--- src/crps_pkg.sv ---
// Purpose: shared constants for the reset and park sequencing ends
// Assumes: 40 MHz system clock
// Notes: times kept in their own units, cycle counts derived
package crps_pkg;
    localparam int CLK_PERIOD_PS = 25000;
    localparam int PARK_WINDOW_US = 500;
    localparam int INIT_MIN_MS = 100;
    localparam int GLITCH_NS = 150;
    localparam int HOST_TIMER_MS = 100;
    localparam int PARK_HIGH_DELAY_US = 10;
    // least times round up, longest round down
    localparam int INIT_MIN_CYC =
        (INIT_MIN_MS * 1000000 + CLK_PERIOD_PS / 1000 - 1) /
        (CLK_PERIOD_PS / 1000);
    localparam int HOST_TIMER_CYC =
        (HOST_TIMER_MS * 1000000) / (CLK_PERIOD_PS / 1000);
    localparam int PARK_MAX_CYC =
        (PARK_WINDOW_US * 1000000) / CLK_PERIOD_PS;
    localparam int PARK_WAIT_CYC =
        (PARK_WINDOW_US * 1000000 + CLK_PERIOD_PS - 1) / CLK_PERIOD_PS;
    localparam int PARK_HIGH_CYC =
        (PARK_HIGH_DELAY_US * 1000000) / CLK_PERIOD_PS;
    localparam int GLITCH_CYC =
        (GLITCH_NS * 1000 + CLK_PERIOD_PS - 1) / CLK_PERIOD_PS + 1;
    localparam int LOCK_CYC = 64;
    localparam int CFG_CYC = 256;
    localparam int PARK_OP_CYC = 1024;
    localparam int SPI_DIV_CYC = 2;
    localparam logic [3:0] LED_SEL_RESET = 4'h0;
endpackage : crps_pkg

--- src/crps_if.sv ---
// Purpose: pins between the controller and its host or power monitor
// Assumes: one shared clock
// Notes: controller pin outputs carry an enable; the enable is not applied to the wire level here
`timescale 1ns/100ps
`default_nettype none
interface crps_if;
    logic resetn_pin;
    logic park_pin;
    logic init_busy_pin;
    logic init_busy_oe;
    logic mirror_array_power_enable;
    logic mirror_array_power_enable_oe;
    modport ctrl (
        input resetn_pin,
        input park_pin,
        output init_busy_pin,
        output init_busy_oe,
        output mirror_array_power_enable,
        output mirror_array_power_enable_oe
    );
    modport host (
        output resetn_pin,
        output park_pin,
        input init_busy_pin,
        input init_busy_oe,
        input mirror_array_power_enable,
        input mirror_array_power_enable_oe
    );
endinterface : crps_if
`default_nettype wire

--- src/crps_ctrl.sv ---
// Purpose: controller end of reset release, init and park sequencing
// Assumes: link pins come from another party, so they are synchronised
// Notes: host pins resetn and park arrive over the interface
`timescale 1ns/100ps
`default_nettype none
module crps_ctrl import crps_pkg::*; #(
    parameter int INIT_CYC = INIT_MIN_CYC,
    parameter int PARK_CYC = PARK_OP_CYC,
    parameter int LOCK_CYCLES = LOCK_CYC,
    parameter int CFG_CYCLES = CFG_CYC
) (
    input wire logic clk_sys,
    input wire logic resetn,
    crps_if.ctrl link,
    input wire logic pll_locked,
    input wire logic flash_serial_in,
    output logic cfg_loaded,
    output logic ready_for_commands,
    output logic parked,
    output logic led_driver_on,
    output logic led_driver_on_oe,
    output logic [1:0] led_select,
    output logic [1:0] led_select_oe,
    output logic flash_serial_clock,
    output logic flash_serial_out,
    output logic flash_chip_select_n,
    output logic flash_io_oe
);
    initial begin
        if (INIT_CYC < LOCK_CYCLES + CFG_CYCLES + 1)
            $error("init time too short for lock and load");
        if (PARK_CYC < 1 || PARK_CYC > PARK_MAX_CYC)
            $error("park time outside 1..limit");
        if (PARK_CYC > INIT_CYC)
            $error("park time wider than step counter");
    end

    // ------------------------------------------------------------
    // pin synchronisers
    // ------------------------------------------------------------
    logic [1:0] rst_sync_reg, rst_sync_next;
    logic [1:0] park_sync_reg, park_sync_next;
    logic pin_rst_n;
    always_comb begin
        rst_sync_next = {rst_sync_reg[0], link.resetn_pin};
        park_sync_next = {park_sync_reg[0], link.park_pin};
    end
    always_ff @(posedge clk_sys) begin
        if (!resetn) begin
            rst_sync_reg <= 2'h0;
            park_sync_reg <= 2'h0;
        end else begin
            rst_sync_reg <= rst_sync_next;
            park_sync_reg <= park_sync_next;
        end
    end
    assign pin_rst_n = rst_sync_reg[1] & resetn;

    // ------------------------------------------------------------
    // park filter
    // ------------------------------------------------------------
    localparam int FW = $clog2(GLITCH_CYC + 1);
    logic park_filt_reg, park_filt_next;
    logic [FW-1:0] filt_cnt_reg, filt_cnt_next;
    always_comb begin
        park_filt_next = park_filt_reg;
        filt_cnt_next = '0;
        if (park_sync_reg[1] != park_filt_reg) begin
            filt_cnt_next = filt_cnt_reg + FW'(1);
            if (filt_cnt_reg == FW'(GLITCH_CYC - 1)) begin
                park_filt_next = park_sync_reg[1];
                filt_cnt_next = '0;
            end
        end
    end
    always_ff @(posedge clk_sys) begin
        if (!pin_rst_n) begin
            park_filt_reg <= 1'b0;
            filt_cnt_reg <= '0;
        end else begin
            park_filt_reg <= park_filt_next;
            filt_cnt_reg <= filt_cnt_next;
        end
    end

    // ------------------------------------------------------------
    // sequencer
    // ------------------------------------------------------------
    typedef enum logic [5:0] {
        ST_LOCK = 6'h01,
        ST_CFG = 6'h02,
        ST_WAIT = 6'h04,
        ST_RUN = 6'h08,
        ST_PARK = 6'h10,
        ST_OFF = 6'h20
    } crps_state_t;
    localparam int CW = $clog2(INIT_CYC + 1);
    crps_state_t state_reg, state_next;
    logic [CW-1:0] init_cnt_reg, init_cnt_next;
    logic [CW-1:0] step_cnt_reg, step_cnt_next;
    logic active_reg, active_next;
    always_comb begin
        state_next = state_reg;
        init_cnt_next = init_cnt_reg;
        step_cnt_next = step_cnt_reg;
        active_next = 1'b1;
        if (init_cnt_reg != CW'(INIT_CYC))
            init_cnt_next = init_cnt_reg + CW'(1);
        unique case (state_reg)
            ST_LOCK: begin
                if (pll_locked && step_cnt_reg >= CW'(LOCK_CYCLES)) begin
                    state_next = ST_CFG;
                    step_cnt_next = '0;
                end else begin
                    step_cnt_next = step_cnt_reg + CW'(1);
                end
            end
            ST_CFG: begin
                step_cnt_next = step_cnt_reg + CW'(1);
                if (step_cnt_reg == CW'(CFG_CYCLES - 1))
                    state_next = ST_WAIT;
            end
            ST_WAIT: begin
                if (init_cnt_reg == CW'(INIT_CYC))
                    state_next = ST_RUN;
            end
            ST_RUN: begin
                if (!park_filt_reg && park_sync_reg[1] == 1'b0 &&
                        init_cnt_reg == CW'(INIT_CYC) && step_cnt_reg != '0) begin
                    state_next = ST_PARK;
                    step_cnt_next = '0;
                end else if (park_filt_reg) begin
                    step_cnt_next = CW'(1);
                end
            end
            ST_PARK: begin
                step_cnt_next = step_cnt_reg + CW'(1);
                if (step_cnt_reg == CW'(PARK_CYC - 1))
                    state_next = ST_OFF;
            end
            ST_OFF: begin
                state_next = ST_OFF;
            end
            default: state_next = ST_LOCK;
        endcase
    end
    always_ff @(posedge clk_sys) begin
        if (!pin_rst_n) begin
            state_reg <= ST_LOCK;
            init_cnt_reg <= '0;
            step_cnt_reg <= '0;
            active_reg <= 1'b0;
        end else begin
            state_reg <= state_next;
            init_cnt_reg <= init_cnt_next;
            step_cnt_reg <= step_cnt_next;
            active_reg <= active_next;
        end
    end

    // ------------------------------------------------------------
    // outputs
    // ------------------------------------------------------------
    logic busy;
    assign busy = state_reg inside {ST_LOCK, ST_CFG, ST_WAIT};
    assign link.init_busy_pin = active_reg & busy;
    assign link.init_busy_oe = 1'b1;
    assign link.mirror_array_power_enable =
        state_reg inside {ST_WAIT, ST_RUN, ST_PARK};
    assign link.mirror_array_power_enable_oe = active_reg;
    assign cfg_loaded = state_reg inside {ST_WAIT, ST_RUN, ST_PARK};
    assign ready_for_commands = state_reg == ST_RUN;
    assign parked = state_reg == ST_OFF;
    assign led_driver_on = state_reg == ST_RUN;
    assign led_driver_on_oe = active_reg;
    assign led_select = LED_SEL_RESET[1:0];
    assign led_select_oe = {2{active_reg}};
    assign flash_serial_clock = (state_reg == ST_CFG) & step_cnt_reg[0];
    assign flash_serial_out = (state_reg == ST_CFG) & flash_serial_in;
    assign flash_chip_select_n = state_reg != ST_CFG;
    assign flash_io_oe = active_reg;
endmodule : crps_ctrl
`default_nettype wire

--- src/flat_wrapper.sv ---
// flat-port wrapper written by rule: the top's interface ports become plain ports
module crps_ctrl_flat import crps_pkg::*;
#(
    parameter int INIT_CYC = INIT_MIN_CYC,
    parameter int PARK_CYC = PARK_OP_CYC,
    parameter int LOCK_CYCLES = LOCK_CYC,
    parameter int CFG_CYCLES = CFG_CYC
)
  (clk_sys, resetn, pll_locked, flash_serial_in, cfg_loaded, ready_for_commands, parked, led_driver_on, led_driver_on_oe, led_select, led_select_oe, flash_serial_clock, flash_serial_out, flash_chip_select_n, flash_io_oe, link_resetn_pin, link_park_pin, link_init_busy_pin, link_init_busy_oe, link_mirror_array_power_enable, link_mirror_array_power_enable_oe);
  crps_if link_i ();
  input wire logic clk_sys;
  input wire logic resetn;
  input wire logic pll_locked;
  input wire logic flash_serial_in;
  output logic cfg_loaded;
  output logic ready_for_commands;
  output logic parked;
  output logic led_driver_on;
  output logic led_driver_on_oe;
  output logic [1:0] led_select;
  output logic [1:0] led_select_oe;
  output logic flash_serial_clock;
  output logic flash_serial_out;
  output logic flash_chip_select_n;
  output logic flash_io_oe;
  input wire logic [$bits(link_i.resetn_pin)-1:0] link_resetn_pin;
  input wire logic [$bits(link_i.park_pin)-1:0] link_park_pin;
  output wire logic [$bits(link_i.init_busy_pin)-1:0] link_init_busy_pin;
  output wire logic [$bits(link_i.init_busy_oe)-1:0] link_init_busy_oe;
  output wire logic [$bits(link_i.mirror_array_power_enable)-1:0] link_mirror_array_power_enable;
  output wire logic [$bits(link_i.mirror_array_power_enable_oe)-1:0] link_mirror_array_power_enable_oe;
  assign link_i.resetn_pin = link_resetn_pin;
  assign link_i.park_pin = link_park_pin;
  assign link_init_busy_pin = link_i.init_busy_pin;
  assign link_init_busy_oe = link_i.init_busy_oe;
  assign link_mirror_array_power_enable = link_i.mirror_array_power_enable;
  assign link_mirror_array_power_enable_oe = link_i.mirror_array_power_enable_oe;
  crps_ctrl #(.INIT_CYC(INIT_CYC), .PARK_CYC(PARK_CYC), .LOCK_CYCLES(LOCK_CYCLES), .CFG_CYCLES(CFG_CYCLES)) u_core (.clk_sys(clk_sys), .resetn(resetn), .link(link_i), .pll_locked(pll_locked), .flash_serial_in(flash_serial_in), .cfg_loaded(cfg_loaded), .ready_for_commands(ready_for_commands), .parked(parked), .led_driver_on(led_driver_on), .led_driver_on_oe(led_driver_on_oe), .led_select(led_select), .led_select_oe(led_select_oe), .flash_serial_clock(flash_serial_clock), .flash_serial_out(flash_serial_out), .flash_chip_select_n(flash_chip_select_n), .flash_io_oe(flash_io_oe));
endmodule
--- config.mk ---
export PLATFORM = sky130hd
export DESIGN_NAME = crps_ctrl_flat
export DESIGN_NICKNAME = d
export VERILOG_FILES = /design/src/crps_pkg.sv /design/src/crps_if.sv /design/src/crps_ctrl.sv /design/src/flat_wrapper.sv
export SDC_FILE = /design/constraint.sdc
export NUM_CORES = 1
export LEC_CHECK = 0
export BUFFER_PORTS_ARGS = -buffer_cell sky130_fd_sc_hd__clkbuf_2
export CELL_PAD_IN_SITES_DETAIL_PLACEMENT = 1
export CELL_PAD_IN_SITES_GLOBAL_PLACEMENT = 2
export CORE_MARGIN = 3
export CORE_UTILIZATION = 36
export CTS_CLUSTER_DIAMETER = 50
export DETAILED_ROUTE_END_ITERATION = 16
export GPL_ROUTABILITY_DRIVEN = 0
export PLACE_DENSITY_LB_ADDON = 0.1
export SLEW_MARGIN = 10
export SYNTH_ARGS = -nofsm -noshare
export SYNTH_HDL_FRONTEND = slang
export SYNTH_SLANG_ARGS = --single-unit
--- constraint.sdc ---
create_clock -name clk_sys -period 3.16 [get_ports clk_sys]
set_input_delay 0.158 -clock clk_sys [delete_from_list [all_inputs] [get_ports clk_sys]]
set_output_delay 0.158 -clock clk_sys [all_outputs]
set_load 0.02 [all_outputs]
==> metrics.cfg, run 1 <==
[power]
combPwrFrac_pct=1.8
p_per_area_mw_per_mm2=419
switching_power_mw=0.324
clkPwrFrac_pct=46.9
p_seq_share_pct=51.3
internal_power_mw=1.14
irDropWorstVdd_mv=0.168
swShare_pct=22.2
p_leak_nw=1.15
total_power_mw=1.46

[drt]
drc=0
drt_pre_antenna_iters=4
totalWireLength_um=8150
drt_iter0_markers=92
vias_per_cell=5.51
postRouteAntennaNets=0
wl_per_cell_um=15.7
num_vias=2858

[placed_design]
place_hpwl_um=5570
port_buffers=19

[finish]
postLayoutCoreUtil_pct=41.6
multiInputGateArea_mm2=0.00178
regArea_mm2=0.00118
syn2layout_area_growth_pct=10.2
fill_cells=1045
drive_above_1_share_pct=10.9
layout.nets=422
diodes=0

[worst_setup_path]
crit_path_end_kind=flop
max_stage_delay_ps=520
path_delay_family=simple AND/OR/NAND/NOR gates
arrival_ps=2930
crit_required_ps=3420
startpoint_type=flop
crit_buf_inv=2
path_cells=inv_1, ha_1, or4bb_1, nor4_4, o2111a_2, o211ai_2, buf_4, or4_1, a21oi_1
path_depth=9
worstSetupPathType=flop to flop
reg2reg_depth=9
slowest_stage=or4bb_1
critPathMaxFanout=20

[global_routing]
grt_pass1_wl_um=13800
grt_pass1_vias=2839
antenna_found_initial=0
grt_max_degree=49
overflow=0
grt_usage_pct=17.5

[clock_tree]
clock_latency_ps=330
cts.sinks=59
clk_pin_slew_ps=70
clockBufferDepth=2
cts_tree=yes
cts_buffers=9
clockRootBuffer=clkbuf_8
cts_setup_buffers=0
holdBufCountCts=0
ctsResizeCount=0
cts.htree.levels=3

[die]
die_area_mm2=0.00995
start_util_pct=37.8
pin_count=23
fp.dieH_um=99.8
fp-row-count=33
coreArea_mm2=0.00838
die_w_um=99.8

[timing]
fin_crit_ps=2670
fmax_mhz=375
setup-violations-final=0
worstMarginPinSlew_ps=682
period_share_pct=84.5
hold_ws_ps=28.1
slew_viol_final=0
rsz0062_at_grt=no
hold_viol=0
fin_skew_ps=8.80
finalSetupTns_ps=0
slew-limit-headroom_pct=54.1

[logic_synthesis]
ys_seq_area_share_pct=37.3
synth_edf_count=0
syn-instance-count=401
synth.avg_cell_area_um2=7.89
ys_types=53
yosysWarnings=0
async_flop_share_pct=0
synth_seq_cells=59
synth_area_mm2=0.00316
synth-main-ff-cell=dfxtp_1

[hold_path]
whs_path_depth=2
hold_class=input pin to flop

[job]
max_cap_violations=0

[run_status]
status=completed

[cells in the mapped netlist (4+ instances only)]
cell type	number	area, µm²
a21oi_1	29	145
and2_1	10	62.6
and3_1	4	25.0
buf_1	4	15.0
buf_4	9	67.6
clkbuf_1	14	52.6
dfxtp_1	59	1180
ha_1	7	87.6
inv_1	17	63.8
nand2_1	34	128
nand3_1	20	100
nand3b_1	5	37.5
nand4_1	10	62.6
nor2_1	44	165
nor3_1	6	30.0
nor4_1	9	56.3
o211ai_1	7	52.6
o21ai_0	24	120
o21ai_1	6	30.0
o41ai_1	4	35.0
or3_1	12	75.1
or4_1	8	60.1
xnor2_1	13	114
xor2_1	7	61.3
[cells by family after synthesis]
| family | after synthesis | share of synthesized area [%] |
|---|---|---|
| other cells | 2 | 0.237 |
| buf+inv | 46 | 6.80 |
| compound gates | 82 | 15.4 |
| fa+ha+maj | 7 | 2.77 |
| mux | 3 | 0.949 |
| xor+xnor | 20 | 5.54 |
| flops | 59 | 37.3 |
| simple gates | 182 | 31.0 |
[stage by stage]
stage / area, µm² / worst slack, ps / std cells
floorplan: 3170 / 766 / 402
global placement: 3290 / 595 / 503
detailed placement: 3290 / 532 / 503
CTS: 3490 / 516 / 519
global route: 3490 / 357 / 519
finish: 3490 / 490 / 519
[power by group through the flow]
| stage | sequential, mW | clock, mW | combinational, mW |
|---|---|---|---|
| floorplan | 0.766 | 0 | 0.0212 |
| detailed placement | 0.766 | 0 | 0.0263 |
| global placement | 0.766 | 0 | 0.0258 |
| global route | 0.749 | 0.752 | 0.0291 |
| CTS | 0.749 | 0.718 | 0.0264 |
| finish | 0.749 | 0.685 | 0.0260 |
[final timing paths]
check                          start                 endpoint  slack (ps)
max reg2reg   u_core.init_cnt_reg[0]  u_core.step_cnt_reg[21]         490
max           u_core.init_cnt_reg[0]  u_core.step_cnt_reg[21]         490
min reg2reg  u_core.park_sync_reg[0]  u_core.park_sync_reg[1]         440
min                    link_park_pin  u_core.park_sync_reg[0]          30
[worst register-to-register path: stages (launching register included)]
cell	delay, ps
dfxtp_1	350
inv_1	70
ha_1	130
or4bb_1	520
nor4_4	320
o2111a_2	320
o211ai_2	80
buf_4	220
or4_1	430
a21oi_1	160
[cell type report]
type                       count  area share, %
multi-input combinational    297           50.9
inverter                      17           1.83
clock inverter                 5           1.51
clock buffer                  11           4.06
timing repair buffer          25           4.02
tap                          105           3.77
sequential                    59           33.9
[cells in the final DEF, fill, tap and decap left out, drive strengths merged, types with 10 or more instances in the layout]
master and instances:
and2 10, xnor2 13, nand2 34, nand3 20, clkbuf 30, dfxtp 59
inv 17, nand4 10, o21ai 30, nor4 10, or3 12, a21oi 29
nor2 44
[routing by layer]
layer	vias to the layer above	GRT usage, %	part of all wire [%]
li1	1426	-	-
met1	1388	23.8	52
met2	38	27.2	44
met3	6	5.05	3.3
met4	0	4.73	0.76
met5	-	0	0
No activity file was read; power rests on OpenSTA's default activity.
==> inputs of run 2 (changes only) <==
--- a/config.mk
+++ b/config.mk
@@ -5,11 +5,12 @@
 export SDC_FILE = /design/constraint.sdc
 export NUM_CORES = 1
 export LEC_CHECK = 0
+export ABC_AREA = 1
 export BUFFER_PORTS_ARGS = -buffer_cell sky130_fd_sc_hd__clkbuf_2
 export CELL_PAD_IN_SITES_DETAIL_PLACEMENT = 1
 export CELL_PAD_IN_SITES_GLOBAL_PLACEMENT = 2
 export CORE_MARGIN = 3
-export CORE_UTILIZATION = 36
+export CORE_UTILIZATION = 34
 export CTS_CLUSTER_DIAMETER = 50
 export DETAILED_ROUTE_END_ITERATION = 16
 export GPL_ROUTABILITY_DRIVEN = 0
==> constraint.sdc (replaced) <==
create_clock -name clk_sys -period 2.8 [get_ports clk_sys]
set_input_delay 0.14 -clock clk_sys [delete_from_list [all_inputs] [get_ports clk_sys]]
set_output_delay 0.14 -clock clk_sys [all_outputs]
set_load 0.02 [all_outputs]
==> metrics.cfg, run 2 <==
[die]
pin_count=23
fp.dieH_um=112
die_w_um=112
start_util_pct=35.9
coreArea_mm2=0.0106
die_area_mm2=0.0125
fp-row-count=37

[global_routing]
grt_pass1_wl_um=18100
grt_usage_pct=17.6
grt_max_degree=34
grt_pass1_vias=3800
overflow=0
antenna_found_initial=0

[clock_tree]
ctsResizeCount=0
cts.htree.levels=3
clock_latency_ps=340
cts_setup_buffers=0
clockRootBuffer=clkbuf_8
cts.sinks=59
cts_buffers=9
clk_pin_slew_ps=80
clockBufferDepth=2
cts_tree=yes

[finish]
layout_commonest_cell=nand2_1
fill_cells=1418
multiInputGateArea_mm2=0.00219
layout.nets=605
instances_no_fill=732
regArea_mm2=0.00118
final_area_mm2=0.00415
drive_above_1_share_pct=15.1
diodes=0
final_cell_mix=nand2_1, inv_1, nor2_1, dfxtp_1, nand3_1
syn2layout_area_growth_pct=9.05

[worst_setup_path]
startpoint_type=flop
crit_path_end_kind=flop
worstSetupPathType=flop to flop
crit_required_ps=3030
critPathMaxFanout=8
arrival_ps=2340

[job]
max_cap_violations=0

[drt]
totalWireLength_um=10600
drt_pre_antenna_iters=4
drt_iter0_markers=161
drc=0
vias_per_cell=4.99
wl_per_cell_um=14.4
num_vias=3652
postRouteAntennaNets=0

[logic_synthesis]
async_flop_share_pct=0
yosysTopAreaCellShare_pct=31.1
syn-instance-count=577
synth_seq_cells=59
yosysTopAreaCell=dfxtp_1
ys_types=45
ys_top_cells_by_count=nand2_1, inv_1, nor2_1, dfxtp_1, nand3_1
synth-main-ff-cell=dfxtp_1
yosysMostFrequentCell=nand2_1
yosysWarnings=0
synth_area_mm2=0.00380
ys_seq_area_share_pct=31.1
synthTopCellsByArea=dfxtp_1, nand2_1, inv_1
synth.avg_cell_area_um2=6.59
synth_edf_count=0

[power]
switching_power_mw=0.390
irDropWorstVdd_mv=0.313
swShare_pct=23.9
p_seq_share_pct=51.8
p_per_area_mw_per_mm2=394
combPwrFrac_pct=2.1
p_leak_nw=1.73
internal_power_mw=1.24
clkPwrFrac_pct=46.1

[timing]
fmax_mhz=475
hold_viol=0
finalSetupTns_ps=0
slew_viol_final=0
fin_crit_ps=2100
fin_skew_ps=10.1
period_share_pct=75.2
slew-limit-headroom_pct=56.2
rsz0062_at_grt=no
worstMarginPinSlew_ps=656
setup-violations-final=0
setup_slack_ps=695

[placed_design]
dp.cells=715
port_buffers=19
placed_cell_area_mm2=0.00394
dp_worst_setup_slack_ps=707
place_hpwl_um=7920

[run_status]
status=completed

[hold_path]
hold_class=input pin to flop

run 2: cell type report:
cell class | count | share of cell area [%]
timing repair buffer | 23 | 3.14
inverter | 74 | 6.85
clock inverter | 3 | 0.543
sequential | 59 | 28.5
clock buffer | 12 | 3.98
tap | 136 | 4.10
multi-input combinational | 425 | 52.9
run 2: through the flow:
stage	hold slack (ps)	power (mW)	util, %
2_1_floorplan	233	0.890	-
3_3_place_gp	326	0.897	37.2
3_5_place_dp	332	0.898	37.2
4_1_cts	26.2	1.67	39.1
5_1_grt	57.4	1.70	39.1
6_report	46.3	1.63	39.1
run 2: power by group through the flow:
stage	registers, mW	logic, mW	clock network [mW]
floorplan	0.865	0.0257	0
global placement	0.865	0.0317	0
detailed placement	0.865	0.0326	0
CTS	0.845	0.0349	0.785
global route	0.846	0.0382	0.817
finish	0.846	0.0340	0.753
run 2: layer usage:
layer | vias up | wire length (µm) | GRT usage [%] | share of wire (%)
li1 | 1873 | - | - | -
met1 | 1720 | 4900 | 21.3 | 46
met2 | 37 | 5140 | 30.9 | 49
met3 | 22 | 209 | 3.10 | 2.0
met4 | 0 | 310 | 7.14 | 2.9
met5 | - | 0 | 0 | 0
run 2: cells by family after synthesis:
| group | Yosys count | synth area share, % |
|---|---|---|
| simple gates | 341 | 42.4 |
| xor+xnor | 10 | 2.30 |
| fa+ha+maj | 7 | 2.30 |
| compound gates | 64 | 10.4 |
| other cells | 2 | 0.198 |
| flops | 59 | 31.1 |
| buf+inv | 94 | 11.4 |
run 2: worst max-delay path: stages, from the launching register on:
cell	delay, ps
dfxtp_1	530
ha_1	330
nand3_2	170
inv_2	130
nand2_2	70
clkinv_2	90
nand3_1	80
nand2_1	70
nand2_1	70
nor2_2	120
nand2_2	110
o21ai_0	170
nor2_1	50
run 2: timing repair:
| item | in CTS | in global routing |
|---|---|---|
| hold buffers | 2 | 0 |
| hold endpoints to repair | 2 | 0 |
| endpoints found under the setup margin | 0 | 0 |
run 2: worst paths after layout:
check | startpoint | to | slack, ps | depth (start not counted)
min | resetn | u_core.park_sync_reg[0] | 50 | 3
max reg2reg | u_core.step_cnt_reg[0] | u_core.state_reg[2] | 700 | 12
min reg2reg | u_core.park_sync_reg[0] | u_core.park_sync_reg[1] | 420 | 2
max | u_core.step_cnt_reg[0] | u_core.state_reg[2] | 700 | 12
==> inputs of run 3 (changes only) <==
--- a/config.mk
+++ b/config.mk
@@ -10,7 +10,7 @@
 export CELL_PAD_IN_SITES_DETAIL_PLACEMENT = 1
 export CELL_PAD_IN_SITES_GLOBAL_PLACEMENT = 2
 export CORE_MARGIN = 3
-export CORE_UTILIZATION = 34
+export CORE_UTILIZATION = 31
 export CTS_CLUSTER_DIAMETER = 50
 export DETAILED_ROUTE_END_ITERATION = 16
 export GPL_ROUTABILITY_DRIVEN = 0
==> constraint.sdc (replaced) <==
create_clock -name clk_sys -period 1.7 [get_ports clk_sys]
set_input_delay 0.085 -clock clk_sys [delete_from_list [all_inputs] [get_ports clk_sys]]
set_output_delay 0.085 -clock clk_sys [all_outputs]
set_load 0.02 [all_outputs]
==> metrics.cfg, run 3 (same netlist as run 2, synthesis figures left out) <==
[run_status]
status=finished, violations left
violations=setup timing

[finish]
drive_above_1_share_pct=35.8
final_cell_mix=nand2_1, buf_4, inv_1, nor2_1, nand3_1
layout.nets=686
syn2layout_area_growth_pct=40.3
postLayoutCoreUtil_pct=45.6
layout_commonest_cell=nand2_1
diodes=0

[hold_path]
whs_path_depth=4
min_from=pll_locked
holdPathEnd=u_core.state_reg[0]
hold_class=input pin to flop

[clock_tree]
cts_buffers=9
clock_latency_ps=340
clockBufferDepth=2
cts_tree=yes
cts.htree.levels=3
clockRootBuffer=clkbuf_16
cts.sinks=59
clk_pin_slew_ps=50

[placed_design]
place_hpwl_um=9150
dp_worst_setup_slack_ps=-148
port_buffers=19

[worst_setup_path]
reg2reg_depth=12
crit_required_ps=1920
startpoint_type=flop
rr_endpoint=u_core.step_cnt_reg[1]
worstSetupPathType=flop to flop
critPathMaxFanout=8
worstReg2RegStart=u_core.step_cnt_reg[3]
regToRegSetupSlack_ps=-30
arrival_ps=1950
crit_path_end_kind=flop

[power]
irDropWorstVdd_mv=0.571
total_power_mw=3.44
p_leak_nw=2.44
p_per_area_mw_per_mm2=645

[drt]
num_vias=4024
postRouteAntennaNets=0
vias_per_cell=4.91
drt_iter0_markers=119
totalWireLength_um=12800
wl_per_cell_um=15.6
drc=0
drt_pre_antenna_iters=4

[global_routing]
grt_pass1_vias=4167
grt_max_degree=34
overflow=0
antenna_found_initial=0
grt_pass1_wl_um=20000
grt_usage_pct=19.0

[timing]
slew_viol_final=0
fin_crit_ps=1730
setup_slack_ps=-27.4
period_share_pct=102
setup-violations-final=3
rsz0062_at_grt=yes
hold_ws_ps=186
fin_skew_ps=5.68
hold_viol=0
fmax_mhz=579

[die]
fp-row-count=39
pin_count=23
start_util_pct=32.5
die_w_um=117
coreArea_mm2=0.0117
die_area_mm2=0.0136
fp.dieH_um=117

[job]
max_cap_violations=0

## run 3: repair_timing
action,in CTS,in global routing
endpoints found under the setup margin,24,38
gates cloned,0,3
gates resized for setup,25,95
pin swaps,3,27
endpoints found under the hold margin,3,0
buffers inserted,1,13
hold buffers,5,0
## run 3: cell type report
cell class	count	area, µm²
Clock buffer	12	256
Clock inverter	2	60.1
Fill cell	1510	6370
Inverter	74	297
Multi-Input combinational cell	426	2500
Sequential cell	59	1220
Tap cell	143	179
Timing Repair Buffer	102	818
Timing Repair inverter	1	8.76
## run 3: per-layer routing
| metal | share of wire [%] | vias to the layer above | track usage, % |
|---|---|---|---|
| li1 | - | 2043 | - |
| met1 | 44 | 1929 | 22.6 |
| met2 | 52 | 36 | 34.2 |
| met3 | 2.2 | 16 | 2.80 |
| met4 | 1.9 | 0 | 7.49 |
| met5 | 0 | - | 0 |
## run 3: worst max path at each step
stage               cells after the start                     end              startpoint  slack, ps
finish                                 12  u_core.step_cnt_reg[1]  u_core.step_cnt_reg[3]        -30
global route                           12  u_core.step_cnt_reg[1]  u_core.step_cnt_reg[3]       -140
CTS                                    13     u_core.state_reg[1]  u_core.init_cnt_reg[1]        -50
detailed placement                     12     u_core.state_reg[2]  u_core.step_cnt_reg[0]       -150
global placement                       12     u_core.state_reg[2]  u_core.step_cnt_reg[0]        -60
floorplan                              12     u_core.state_reg[2]  u_core.step_cnt_reg[0]          7
## run 3: power by group
part | internal (mW) | switching [mW]
combinational | 0.0314 | 0.0447
sequential | 1.38 | 0.00447
clock | 1.35 | 0.632
total | 2.76 | 0.681
## run 3: per-stage QoR
step | cells | setup TNS, ps | area (µm²)
floorplan | 578 | 0 | 3810
global placement | 783 | -145 | 4440
detailed placement | 783 | -964 | 4440
CTS | 803 | -121 | 4890
global route | 819 | -2360 | 5340
finish | 819 | -48.3 | 5340
## run 3: critical path, stage by stage (launching register included)
cell	delay [ps]
dfxtp_4	350
buf_4	150
nor2_2	100
nand2_1	70
nor2_2	120
nand3_2	90
nand3_2	110
nand3_4	120
nand2_8	170
buf_12	140
nand2_1	50
o21ai_1	80
nor2_1	50
